$ cat src/rtl/alu_ops_defines.vh
// Constants for the shift, subtract-with-borrow and table-access execution slice.
// Assumes a 16-bit data path and 24-bit program memory words.
`ifndef ALU_OPS_DEFINES_VH
`define ALU_OPS_DEFINES_VH

// Operation codes from the decoder
`define OP_NONE 4'h0
`define OP_ROTATE_RIGHT_NO_CARRY 4'h1
`define OP_SIGN_EXTEND 4'h2
`define OP_ZERO_EXTEND 4'h3
`define OP_SHIFT_LEFT_REG 4'h4
`define OP_SHIFT_LEFT_LIT 4'h5
`define OP_ACCUMULATOR_SHIFT_REG 4'h6
`define OP_ACCUMULATOR_SHIFT_LIT 4'h7
`define OP_SUBTRACT_WITH_BORROW 4'h8
`define OP_REVERSE_SUBTRACT_WITH_BORROW 4'h9
`define OP_TABLE_READ_HIGH 4'ha
`define OP_TABLE_READ_LOW 4'hb
`define OP_TABLE_WRITE_HIGH 4'hc
`define OP_TABLE_WRITE_LOW 4'hd
`define OP_ACCUMULATOR_LOAD 4'he

// Status word bit positions
`define FLAG_C 0
`define FLAG_Z 1
`define FLAG_OV 2
`define FLAG_N 3
`define FLAG_DC 8
`define FLAG_COMBINED_SAT 10
`define FLAG_COMBINED_OV 11
`define FLAG_ACCUM_B_SAT 12
`define FLAG_ACCUM_A_SAT 13
`define FLAG_ACCUM_B_OV 14
`define FLAG_ACCUM_A_OV 15

`define STATUS_RESET 16'h0000
`define ACC_RESET 40'h0000000000
`define TABLE_CYCLES 2'h2
`define SINGLE_CYCLES 2'h1

`endif

$ cat src/rtl/alu_shift_sub_table.v
// Execution slice: rotate, extend, shifts, accumulator shift, subtract with borrow, table access.
// Assumes the decoder supplies resolved operands and destination selects; the core writes back o_result.
`timescale 1ns/1ns
`include "alu_ops_defines.vh"

// Behaviour
// - Rotate right without carry, one cycle, updates negative and zero only.
// - File source with working destination writes working register, file untouched.
// - Sign extend copies bit 7 into upper byte; one cycle; C, N, Z updated.
// - Zero extend clears upper byte; one cycle; C, Z, N updated.
// - Shift left by working-register count; only N and Z updated.
// - Shift left by 5-bit literal; one cycle; only N and Z updated.
// - Accumulator arithmetic shift by signed register count; update accumulator OV/SAT flags.
// - Accumulator shift by signed 6-bit literal; one cycle; same flag updates.
// - Subtract with borrow: base minus source minus inverted carry; five flags.
// - File form: file minus working register minus borrow, written to file.
// - 10-bit literal form: register minus literal minus borrow, in place, one cycle.
// - Reverse form: source minus base minus borrow; same five flags.
// - Reverse literal form: literal minus base minus borrow.
// - Table read high puts word bits 23:16 in low byte; two cycles; no flags.
// - Table read low puts word bits 15:0 in destination; two cycles; no flags.
// - Table write high writes source low byte to bits 23:16; two cycles.
// - Table write low writes full source to bits 15:0; two cycles.
module alu_shift_sub_table
(
   input wire i_sys_clk,
   input wire i_rstn,
   input wire i_start,
   input wire [3:0] i_op,
   input wire [15:0] i_base,
   input wire [15:0] i_source,
   input wire [15:0] i_literal,
   input wire i_acc_sel,
   input wire i_to_working,
   input wire [23:0] i_prog_rdata,
   output wire o_busy,
   output reg o_done,
   output reg [15:0] o_result,
   output reg o_result_we,
   output reg o_result_to_working,
   output reg o_result_byte,
   output reg o_prog_re,
   output reg o_prog_we,
   output reg [23:0] o_prog_wdata,
   output reg [23:0] o_prog_wmask,
   output wire [15:0] o_status,
   output wire [39:0] o_acc_a,
   output wire [39:0] o_acc_b
);

   localparam ST_IDLE = 1'b0;
   localparam ST_TABLE = 1'b1;

   reg state;
   reg [3:0] table_op;
   reg [15:0] table_src;
   reg [15:0] status;
   reg [39:0] acc_a;
   reg [39:0] acc_b;
   reg [15:0] next_status;
   reg [15:0] next_result;
   reg next_we;
   reg [39:0] next_acc;
   reg next_acc_we;
   reg [5:0] shamt;
   reg [16:0] diff;
   reg [4:0] diff_lo;
   reg [15:0] minuend;
   reg [15:0] subtrahend;
   reg [79:0] wide;
   reg [39:0] sel_acc;
   reg sat_hit;
   reg ovf_hit;

   // Sets N and Z from a 16-bit result, other bits untouched
   function [15:0] set_nz;
      input [15:0] st;
      input [15:0] res;
      begin
         set_nz = st;
         set_nz[`FLAG_N] = res[15];
         set_nz[`FLAG_Z] = (res == 16'h0000);
      end
   endfunction

   // True when a 40-bit accumulator value no longer fits a signed 32-bit word
   function beyond_32;
      input [39:0] value;
      begin
         beyond_32 = (value[39:31] != {9{value[31]}});
      end
   endfunction

   assign o_status = status;
   assign o_acc_a = acc_a;
   assign o_acc_b = acc_b;
   assign o_busy = (state == ST_TABLE);

   always @*
   begin
      next_status = status;
      next_result = 16'h0000;
      next_we = 1'b0;
      next_acc = 40'h0000000000;
      next_acc_we = 1'b0;
      shamt = 6'h00;
      diff = 17'h00000;
      diff_lo = 5'h00;
      minuend = i_base;
      subtrahend = i_source;
      wide = 80'h0;
      sel_acc = i_acc_sel ? acc_b : acc_a;
      sat_hit = 1'b0;
      ovf_hit = 1'b0;
      if (i_start && state == ST_IDLE)
      begin
         case (i_op)
            `OP_ROTATE_RIGHT_NO_CARRY:
            begin
               next_result = {i_source[0], i_source[15:1]};
               next_we = 1'b1;
               next_status = set_nz(status, next_result);
            end
            `OP_SIGN_EXTEND:
            begin
               next_result = {{8{i_source[7]}}, i_source[7:0]};
               next_we = 1'b1;
               next_status = set_nz(status, next_result);
               // Carry takes the inverse of N, as an extend of a positive byte never borrows
               next_status[`FLAG_C] = ~i_source[7];
            end
            `OP_ZERO_EXTEND:
            begin
               next_result = {8'h00, i_source[7:0]};
               next_we = 1'b1;
               next_status = set_nz(status, next_result);
               next_status[`FLAG_C] = 1'b1;
            end
            `OP_SHIFT_LEFT_REG, `OP_SHIFT_LEFT_LIT:
            begin
               // Counts of 16 to 31 clear the word; only low 5 count bits are used, so higher counts wrap
               shamt = {1'b0, i_op == `OP_SHIFT_LEFT_REG ? i_source[4:0] : i_literal[4:0]};
               next_result = (shamt[4]) ? 16'h0000 : (i_base << shamt[3:0]);
               next_we = 1'b1;
               next_status = set_nz(status, next_result);
            end
            `OP_ACCUMULATOR_SHIFT_REG, `OP_ACCUMULATOR_SHIFT_LIT:
            begin
               shamt = (i_op == `OP_ACCUMULATOR_SHIFT_REG) ? i_source[5:0] : i_literal[5:0];
               // Positive count shifts right, negative shifts left; magnitude up to 31 right and 32 left
               if (!shamt[5])
                  next_acc = $signed(sel_acc) >>> shamt[4:0];
               else
               begin
                  wide = {{40{sel_acc[39]}}, sel_acc} << (6'h00 - shamt);
                  next_acc = wide[39:0];
                  ovf_hit = (wide[79:31] != {49{wide[31]}});
                  sat_hit = (wide[79:39] != {41{wide[39]}});
               end
               next_acc_we = 1'b1;
               if (!shamt[5])
                  ovf_hit = beyond_32(next_acc);
               // Saturation flags are sticky; only reset clears them and no clamping is applied
               // The idle accumulator's overflow flag is refreshed from the value it holds
               if (i_acc_sel)
               begin
                  next_status[`FLAG_ACCUM_B_OV] = ovf_hit;
                  next_status[`FLAG_ACCUM_B_SAT] = status[`FLAG_ACCUM_B_SAT] | sat_hit;
                  next_status[`FLAG_ACCUM_A_OV] = beyond_32(acc_a);
               end
               else
               begin
                  next_status[`FLAG_ACCUM_A_OV] = ovf_hit;
                  next_status[`FLAG_ACCUM_A_SAT] = status[`FLAG_ACCUM_A_SAT] | sat_hit;
                  next_status[`FLAG_ACCUM_B_OV] = beyond_32(acc_b);
               end
               next_status[`FLAG_COMBINED_OV] = next_status[`FLAG_ACCUM_A_OV] | next_status[`FLAG_ACCUM_B_OV];
               next_status[`FLAG_COMBINED_SAT] = next_status[`FLAG_ACCUM_A_SAT] | next_status[`FLAG_ACCUM_B_SAT];
            end
            `OP_ACCUMULATOR_LOAD:
            begin
               // Core fills an accumulator here; otherwise the shift paths only ever see zero
               // No flags move, and no register write is requested
               next_acc = {i_literal[7:0], i_base, i_source};
               next_acc_we = 1'b1;
            end
            `OP_SUBTRACT_WITH_BORROW, `OP_REVERSE_SUBTRACT_WITH_BORROW:
            begin
               // Decoder places file reg or literal in i_source as the operand form requires
               if (i_op == `OP_SUBTRACT_WITH_BORROW)
               begin
                  minuend = i_base;
                  subtrahend = i_source;
               end
               else
               begin
                  minuend = i_source;
                  subtrahend = i_base;
               end
               diff = {1'b0, minuend} + {1'b0, ~subtrahend} + {16'h0000, status[`FLAG_C]};
               diff_lo = {1'b0, minuend[3:0]} + {1'b0, ~subtrahend[3:0]} + {4'h0, status[`FLAG_C]};
               next_result = diff[15:0];
               next_we = 1'b1;
               next_status = set_nz(status, next_result);
               next_status[`FLAG_C] = diff[16];
               next_status[`FLAG_DC] = diff_lo[4];
               next_status[`FLAG_OV] = (minuend[15] != subtrahend[15]) && (diff[15] != minuend[15]);
            end
            default:
            begin
               next_we = 1'b0;
            end
         endcase
      end
   end

   always @(posedge i_sys_clk)
   begin
      if (!i_rstn)
      begin
         state <= ST_IDLE;
         table_op <= `OP_NONE;
         table_src <= 16'h0000;
         status <= `STATUS_RESET;
         acc_a <= `ACC_RESET;
         acc_b <= `ACC_RESET;
         o_done <= 1'b0;
         o_result <= 16'h0000;
         o_result_we <= 1'b0;
         o_result_to_working <= 1'b0;
         o_result_byte <= 1'b0;
         o_prog_re <= 1'b0;
         o_prog_we <= 1'b0;
         o_prog_wdata <= 24'h000000;
         o_prog_wmask <= 24'h000000;
      end
      else
      begin
         o_done <= 1'b0;
         o_result_we <= 1'b0;
         o_prog_re <= 1'b0;
         o_prog_we <= 1'b0;
         o_result_byte <= 1'b0;
         case (state)
            ST_IDLE:
            begin
               status <= next_status;
               // Only the selected accumulator is written
               if (next_acc_we && i_acc_sel)
                  acc_b <= next_acc;
               else if (next_acc_we)
                  acc_a <= next_acc;
               if (i_start)
               begin
                  if (i_op >= `OP_TABLE_READ_HIGH && i_op <= `OP_TABLE_WRITE_LOW)
                  begin
                     // Table access spends a first cycle on the program memory port
                     state <= ST_TABLE;
                     table_op <= i_op;
                     table_src <= i_source;
                     o_prog_re <= (i_op == `OP_TABLE_READ_HIGH) || (i_op == `OP_TABLE_READ_LOW);
                     o_prog_we <= (i_op == `OP_TABLE_WRITE_HIGH) || (i_op == `OP_TABLE_WRITE_LOW);
                     o_prog_wdata <= {i_source[7:0], i_source};
                     o_prog_wmask <= (i_op == `OP_TABLE_WRITE_HIGH) ? 24'hff0000 : 24'h00ffff;
                  end
                  else
                  begin
                     o_done <= 1'b1;
                     o_result <= next_result;
                     o_result_we <= next_we;
                     o_result_to_working <= i_to_working;
                  end
               end
            end
            ST_TABLE:
            begin
               // Second cycle: read data returns; status is not touched
               state <= ST_IDLE;
               o_done <= 1'b1;
               o_result_to_working <= 1'b0;
               if (table_op == `OP_TABLE_READ_HIGH)
               begin
                  o_result <= {8'h00, i_prog_rdata[23:16]};
                  o_result_byte <= 1'b1;
                  o_result_we <= 1'b1;
               end
               else if (table_op == `OP_TABLE_READ_LOW)
               begin
                  o_result <= i_prog_rdata[15:0];
                  o_result_we <= 1'b1;
               end
               else
                  o_result <= table_src;
            end
            default:
               state <= ST_IDLE;
         endcase
      end
   end

endmodule // alu_shift_sub_table

$ cat config.mk
export PLATFORM = sky130hd
export DESIGN_NAME = alu_shift_sub_table
export DESIGN_NICKNAME = d
export VERILOG_FILES = /design/src/rtl/alu_shift_sub_table.v
export VERILOG_INCLUDE_DIRS = /design/src /design/src/rtl
export SDC_FILE = /design/constraint.sdc
export NUM_CORES = 1
export LEC_CHECK = 0
export BUFFER_PORTS_ARGS = -buffer_cell sky130_fd_sc_hd__buf_2
export CELL_PAD_IN_SITES_DETAIL_PLACEMENT = 1
export CELL_PAD_IN_SITES_GLOBAL_PLACEMENT = 1
export CORE_MARGIN = 5
export CORE_UTILIZATION = 47
export CTS_BUF_LIST = sky130_fd_sc_hd__clkbuf_2 sky130_fd_sc_hd__clkbuf_4 sky130_fd_sc_hd__clkbuf_8
export DETAILED_ROUTE_END_ITERATION = 16
export PLACE_DENSITY_LB_ADDON = 0.1
export SYNTH_ARGS = -nofsm -noshare
export SYNTH_HDL_FRONTEND = slang
export SYNTH_SLANG_ARGS = --single-unit
$ cat constraint.sdc
create_clock -name i_sys_clk -period 16.6 [get_ports i_sys_clk]
set_clock_uncertainty 0.05 [all_clocks]
set_input_delay 1.66 -clock i_sys_clk [delete_from_list [all_inputs] [get_ports i_sys_clk]]
set_output_delay 1.66 -clock i_sys_clk [all_outputs]
set_load 0.05 [all_outputs]
Word level (Yosys, flattened, before mapping)
Index checks and enable logic that the tools add are counted.
{ "word_totals": {"out_inout_bits": 167, "word_cells": 153, "inputBits": 81, "regBits": 182} }
{ "op_classes": {"n_eq_ne": 25, "reduce_logical": 28, "magnitude_cmp": 2, "muxes": 56, "shift": 3, "n_bitwise": 16, "n_addsub": 5} }
{ "op_table": {"columns": ["op", "count"], "rows": [
  ["40-bit 2-to-1 mux", 5],
  ["16-bit 2-to-1 mux", 12],
  ["16-bit case mux with 5 select lines", 1],
  ["40-bit case mux with 2 select lines", 1],
  ["80-bit by 6-bit left shift with 80-bit output", 1],
  ["16-bit zero test", 4],
  ["48-bit inequality test", 1],
  ["9-bit case mux with 5 select lines", 1],
  ["40-bit inequality test", 1],
  ["40-bit by 5-bit >>> shifter with 40-bit output", 1],
  ["4-bit == test (second input constant)", 9],
  ["16-bit case mux with 2 select lines", 1],
  ["1-bit 2-to-1 mux", 25],
  ["24-bit 2-to-1 mux", 1],
  ["8-bit inequality test", 3],
  ["16-bit by 16-bit adder with 17-bit output", 1],
  ["17-bit by 1-bit adder with 17-bit output", 1],
  ["4-bit by 3-bit == test with 1-bit output (second input constant)", 4],
  ["16-bit inverter", 1],
  ["16-bit by 4-bit left shift with 16-bit output", 1],
  ["3-bit AND reduction", 4],
  ["1-bit inverter", 10],
  ["4-bit by 2-bit == test with 1-bit output (second input constant)", 2],
  ["8-bit zero test", 1],
  ["25 further kinds", 43]
]} }

Longest topological paths before layout
{ "logic_depth": {"depth_word": 13, "depth_mapped": 26, "ltp_nobuf": 17} }

Least setup slack after synthesis
Ideal clock, no wire load.
{ "synth_timing": {"kind": "input to register", "start": "input i_op[3]", "end": "register status[14], in the netlist o_status[14]", "path_slack_ns": 9.396, "arrival_time_ns": 7.017, "stages": 23, "setup_ns": 0.136, "path_buffers": 8, "path_cell_list": "buf_6 > nand4bb_1 > buf_2 > buf_2 > mux2_2 > clkinv_1 > buf_1 > clkbuf_1 > ha_1 > inv_1 > buf_2 > buf_2 > buf_1 > mux4_2 > mux2_2 > mux2i_2 > o21ai_1 > a22oi_2 > nand4_1 > or3_1 > a2111o_1 > o211ai_1 > a31oi_1"} }
{ "synth_between": {"elab_chain_cells": 12, "word_cells_on_any_way": 17, "cone_classes": "add/sub (1); eq/ne (4); shift (2); mux (8); reduce/logical (2)"} }
{ "synth_lines": {"columns": ["item", "line", "rtl"], "rows": [
  ["from (decl)", "alu_shift_sub_table.v:29", "input wire [3:0] i_op,"],
  ["4-bit by 3-bit == test with 1-bit output", null, null],
  ["6-bit 2-to-1 mux", "alu_shift_sub_table.v:149", "shamt = (i_op == `OP_ACCUMULATOR_SHIFT_REG) ? i_source[5:0] : i_literal[5:0];"],
  ["1-bit by 6-bit subtractor with 6-bit output", "alu_shift_sub_table.v:155", "wide = {{40{sel_acc[39]}}, sel_acc} << (6'h00 - shamt);"],
  ["80-bit by 6-bit left shift with 80-bit output", "alu_shift_sub_table.v:155", null],
  ["40-bit 2-to-1 mux", "alu_shift_sub_table.v:151", "if (!shamt[5])"],
  ["40-bit 2-to-1 mux", "alu_shift_sub_table.v:117", "case (i_op)"],
  ["40-bit 2-to-1 mux", "alu_shift_sub_table.v:115", "if (i_start && state == ST_IDLE)"],
  ["8-bit inequality test", "alu_shift_sub_table.v:90", "beyond_32 = (value[39:31] != {9{value[31]}});"],
  ["1-bit 2-to-1 mux", "alu_shift_sub_table.v:161", "if (!shamt[5])"],
  ["2-bit 2-to-1 mux", "alu_shift_sub_table.v:165", "if (i_acc_sel)"],
  ["2-bit 2-to-1 mux", "alu_shift_sub_table.v:117", null],
  ["2-bit 2-to-1 mux", "alu_shift_sub_table.v:115", null],
  ["to (signal assigned)", "alu_shift_sub_table.v:224", "status <= `STATUS_RESET;"],
  ["to (signal assigned)", "alu_shift_sub_table.v:247", "status <= next_status;"],
  ["to (decl)", "alu_shift_sub_table.v:57", "reg [15:0] status;"]
]} }
Several ways; a longest one is shown, not always the timed one. The select of a mux whose other input is x is not followed.
A chain may end at the register's enable or synchronous reset.

Worst setup path in the final report
Same ends and word-level chain as after synthesis.

==> flow_summary.toml <==
[timing]
rsz0062_at_grt = "no"
setup_viol = 0
period_share_pct = 53.8
max_freq_mhz = 112
whs_ns = 0.430
worst_pin_slew_ns = 1.27
drv_slew = 0
final.min_clock_period_ns = 8.93
final_hold_viol_count = 0
relSlewSlack_pct = 14.9
fin_setup_tns_ns = 0

[placement]
dpl.hpwl_mm = 65.5
numPortBuffers = 234
place.gp.congestion = 1.05
place_area_um2 = 17900

[detailed_routing]
drt_iter0_markers = 2563
via_per_inst = 7.24
wl_per_cell_um = 31.0
dr.pass1.iters = 6
drc = 0
routed_wl_mm = 87.0
ant_nets = 0
via_count = 20300

[worst_setup_path]
slowest_stage = "a311oi_1"
cp-startpoint = "i_op[3]"
path_cells = "buf_2 -> nand4bb_1 -> buf_4 -> mux2_4 -> inv_6 -> ha_1 -> nor3b_1 -> mux2i_1 -> xnor2_2 -> buf_4 -> buf_4 -> nor3_1 -> nand3_1 -> o221ai_1 -> a311oi_1 -> a211oi_1 -> nor4_1 -> o2111ai_1 -> o211ai_1 -> a31oi_1"
path_max_fanout = 52
cp-start-kind = "input pin"
crit_buf_inv = 5
crit_required_ns = 16.90
cp-end-kind = "flop"
arrival_ns = 9.23
crit_family = "compound AO/OA/AOI/OAI gates"
r2r-start = "o_acc_b[5]"
crit_top_cell = "buf_4"
crit_path_max_incr_delay_ns = 0.97
critical_path_class = "in2reg"

[die]
die_h_um = 200
core.rowCount = 69
core_area_um2 = 35600
fp.dieW_um = 200
initial_core_util_pct = 47.5
design.portCount = 248
fp.dieArea_um2 = 39800

[cts]
insertion_delay_ns = 0.50
cts.clk_slew.worst_paths_ns = 0.08
post_cts_buffers = 0
htree_levels = 4
clockBufferDepth = 2
cts_tree = "yes"
cts.sinks = 136
cts_hold_buf = 0
root_buffer = "clkbuf_8"
post_cts_resized = 0
cts_buffers = 17

[synth]
ys_seq_area_share_pct = 16.1
syn_area_per_cell_um2 = 7.41
ys_warn_count = 0
synth_top_area_share_pct = 16.1
synth_xor_area_share_pct = 1.50
synth.mux.area_fraction_pct = 25.7
ys_seq_elements = 136
ys.flop_type = "dfxtp_1"
synth.area.top_cells = "dfxtp_1 (16%), mux2i_1 (12%), mux4_2 (8.0%)"
synthArstFlopShare_pct = 0
synth-simple-area-share_pct = 22.2
synth_top_family_by_area = "compound AO/OA/AOI/OAI gates"
synth_top_cell_by_area = "dfxtp_1"
syn_inst = 2279
synth_area_um2 = 16900
synth_edf_count = 0
synth_cell_types = 98
synth_adder_area_share_pct = 0.400
synth_compound_gate_area_share_pct = 26.7

[global_routing]
grt_use_met3_pct = 10.1
met2_usage_pct = 66.0
use_met1_pct = 50.7
grt.overflow.total = 0
top_usage_layer = "met2"
grt_pass1_wl_mm = 127
grt_pass1_vias = 20000
antenna_found_initial = 1
track_usage_pct = 41.8
grt_max_degree = 84

[job]
cap_violations = 0

[layout]
final_nets = 2419
layout_common_cells = "nor2_1 (298), buf_2 (233), nand2_1 (209)"
drive_gt1_share_pct = 20.8
syn_to_final_growth_pct = 8.39
final_cell_area_um2 = 18300
final_common_cell = "nor2_1"
antenna_cells = 0
utilization_pct = 51.5

[worst_hold_path]
min_path_type = "reg2reg"
worstHoldStart = "o_prog_wdata[11]"

[power]
irDropWorstVdd_mv = 0.0601
power_density_nw_per_um2 = 65.0
leakage_nw = 7.14

[run_status]
status = "completed"
stage by stage:
| step | cells | total power [W] | setup slack [ns] |
|---|---|---|---|
| floorplan | 2283 | 0.000740 | 9.40 |
| global placement | 2777 | 0.000889 | 7.88 |
| detailed placement | 2777 | 0.000901 | 7.72 |
| CTS | 2809 | 0.00117 | 8.25 |
| global route | 2809 | 0.00123 | 7.66 |
| finish | 2809 | 0.00119 | 7.67 |
Yosys cell counts, types with 27 or more instances:
cell type	instances
nor3_1	85
buf_2	32
o21ai_0	126
mux2_2	69
dfxtp_1	136
mux4_2	60
clkbuf_1	153
nand3_1	68
a21oi_1	166
nor2b_1	27
nor2_1	299
nand2_1	210
o211ai_1	44
a22oi_1	30
a211oi_1	98
buf_4	39
mux2i_1	206
flip-flops by register name, indices dropped and copies added, names as in the netlist:
register             count
o_acc_a                 40
o_acc_b                 40
o_prog_wdata            16
o_result                16
o_status                11
table_op                 4
o_prog_wmask             2
o_busy                   1
o_done                   1
o_prog_re                1
o_prog_we                1
o_result_byte            1
o_result_to_working      1
o_result_we              1
power breakdown:
group / switching [W] / total [W] / internal [W]
clock: 0.000155 / 0.000275 / 0.000120
combinational: 0.000394 / 0.000565 / 0.000171
sequential: 0.0000127 / 0.000350 / 0.000337
total: 0.000561 / 0.00119 / 0.000629
layout make-up:
class,instances,area [um2]
tap,461,577
clock inverter,14,123
inverter,23,93.8
sequential,136,2720
timing repair buffer,278,1500
multi-input combinational,1879,13100
fill,4559,17300
clock buffer,18,241
layer usage:
metal  wire [um]  share of wire (%)  up-vias
met3        9200                 11      370
met2       39100                 45     1291
met5           9              0.010        -
li1            -                  -     8699
met4        7160                8.2        2
met1       31500                 36     9969
kinds of logic after synthesis:
family	Yosys count
simple gates	819
compound gates	677
mux	344
buf+inv	268
flops	136
xor+xnor	28
fa+ha+maj	6
other cells	1
worst reg2reg max path: cells and delay by family, from the launching register on:
kind	cells	cell delay (ns)
AO/OA/AOI/OAI	6	2.30
multiplexers	2	1.36
flip-flops	1	0.33
AND/OR/NAND/NOR	3	1.33
final timing paths:
path	cells after the start	slack, ns	endpoint
hold reg to reg	2	0.43	o_prog_wdata[11]
setup reg to reg	11	11.06	o_status[14]
setup / recovery	20	7.67	o_status[14]
hold / removal	2	0.43	o_prog_wdata[11]
No activity file was read; power rests on OpenSTA's default activity.
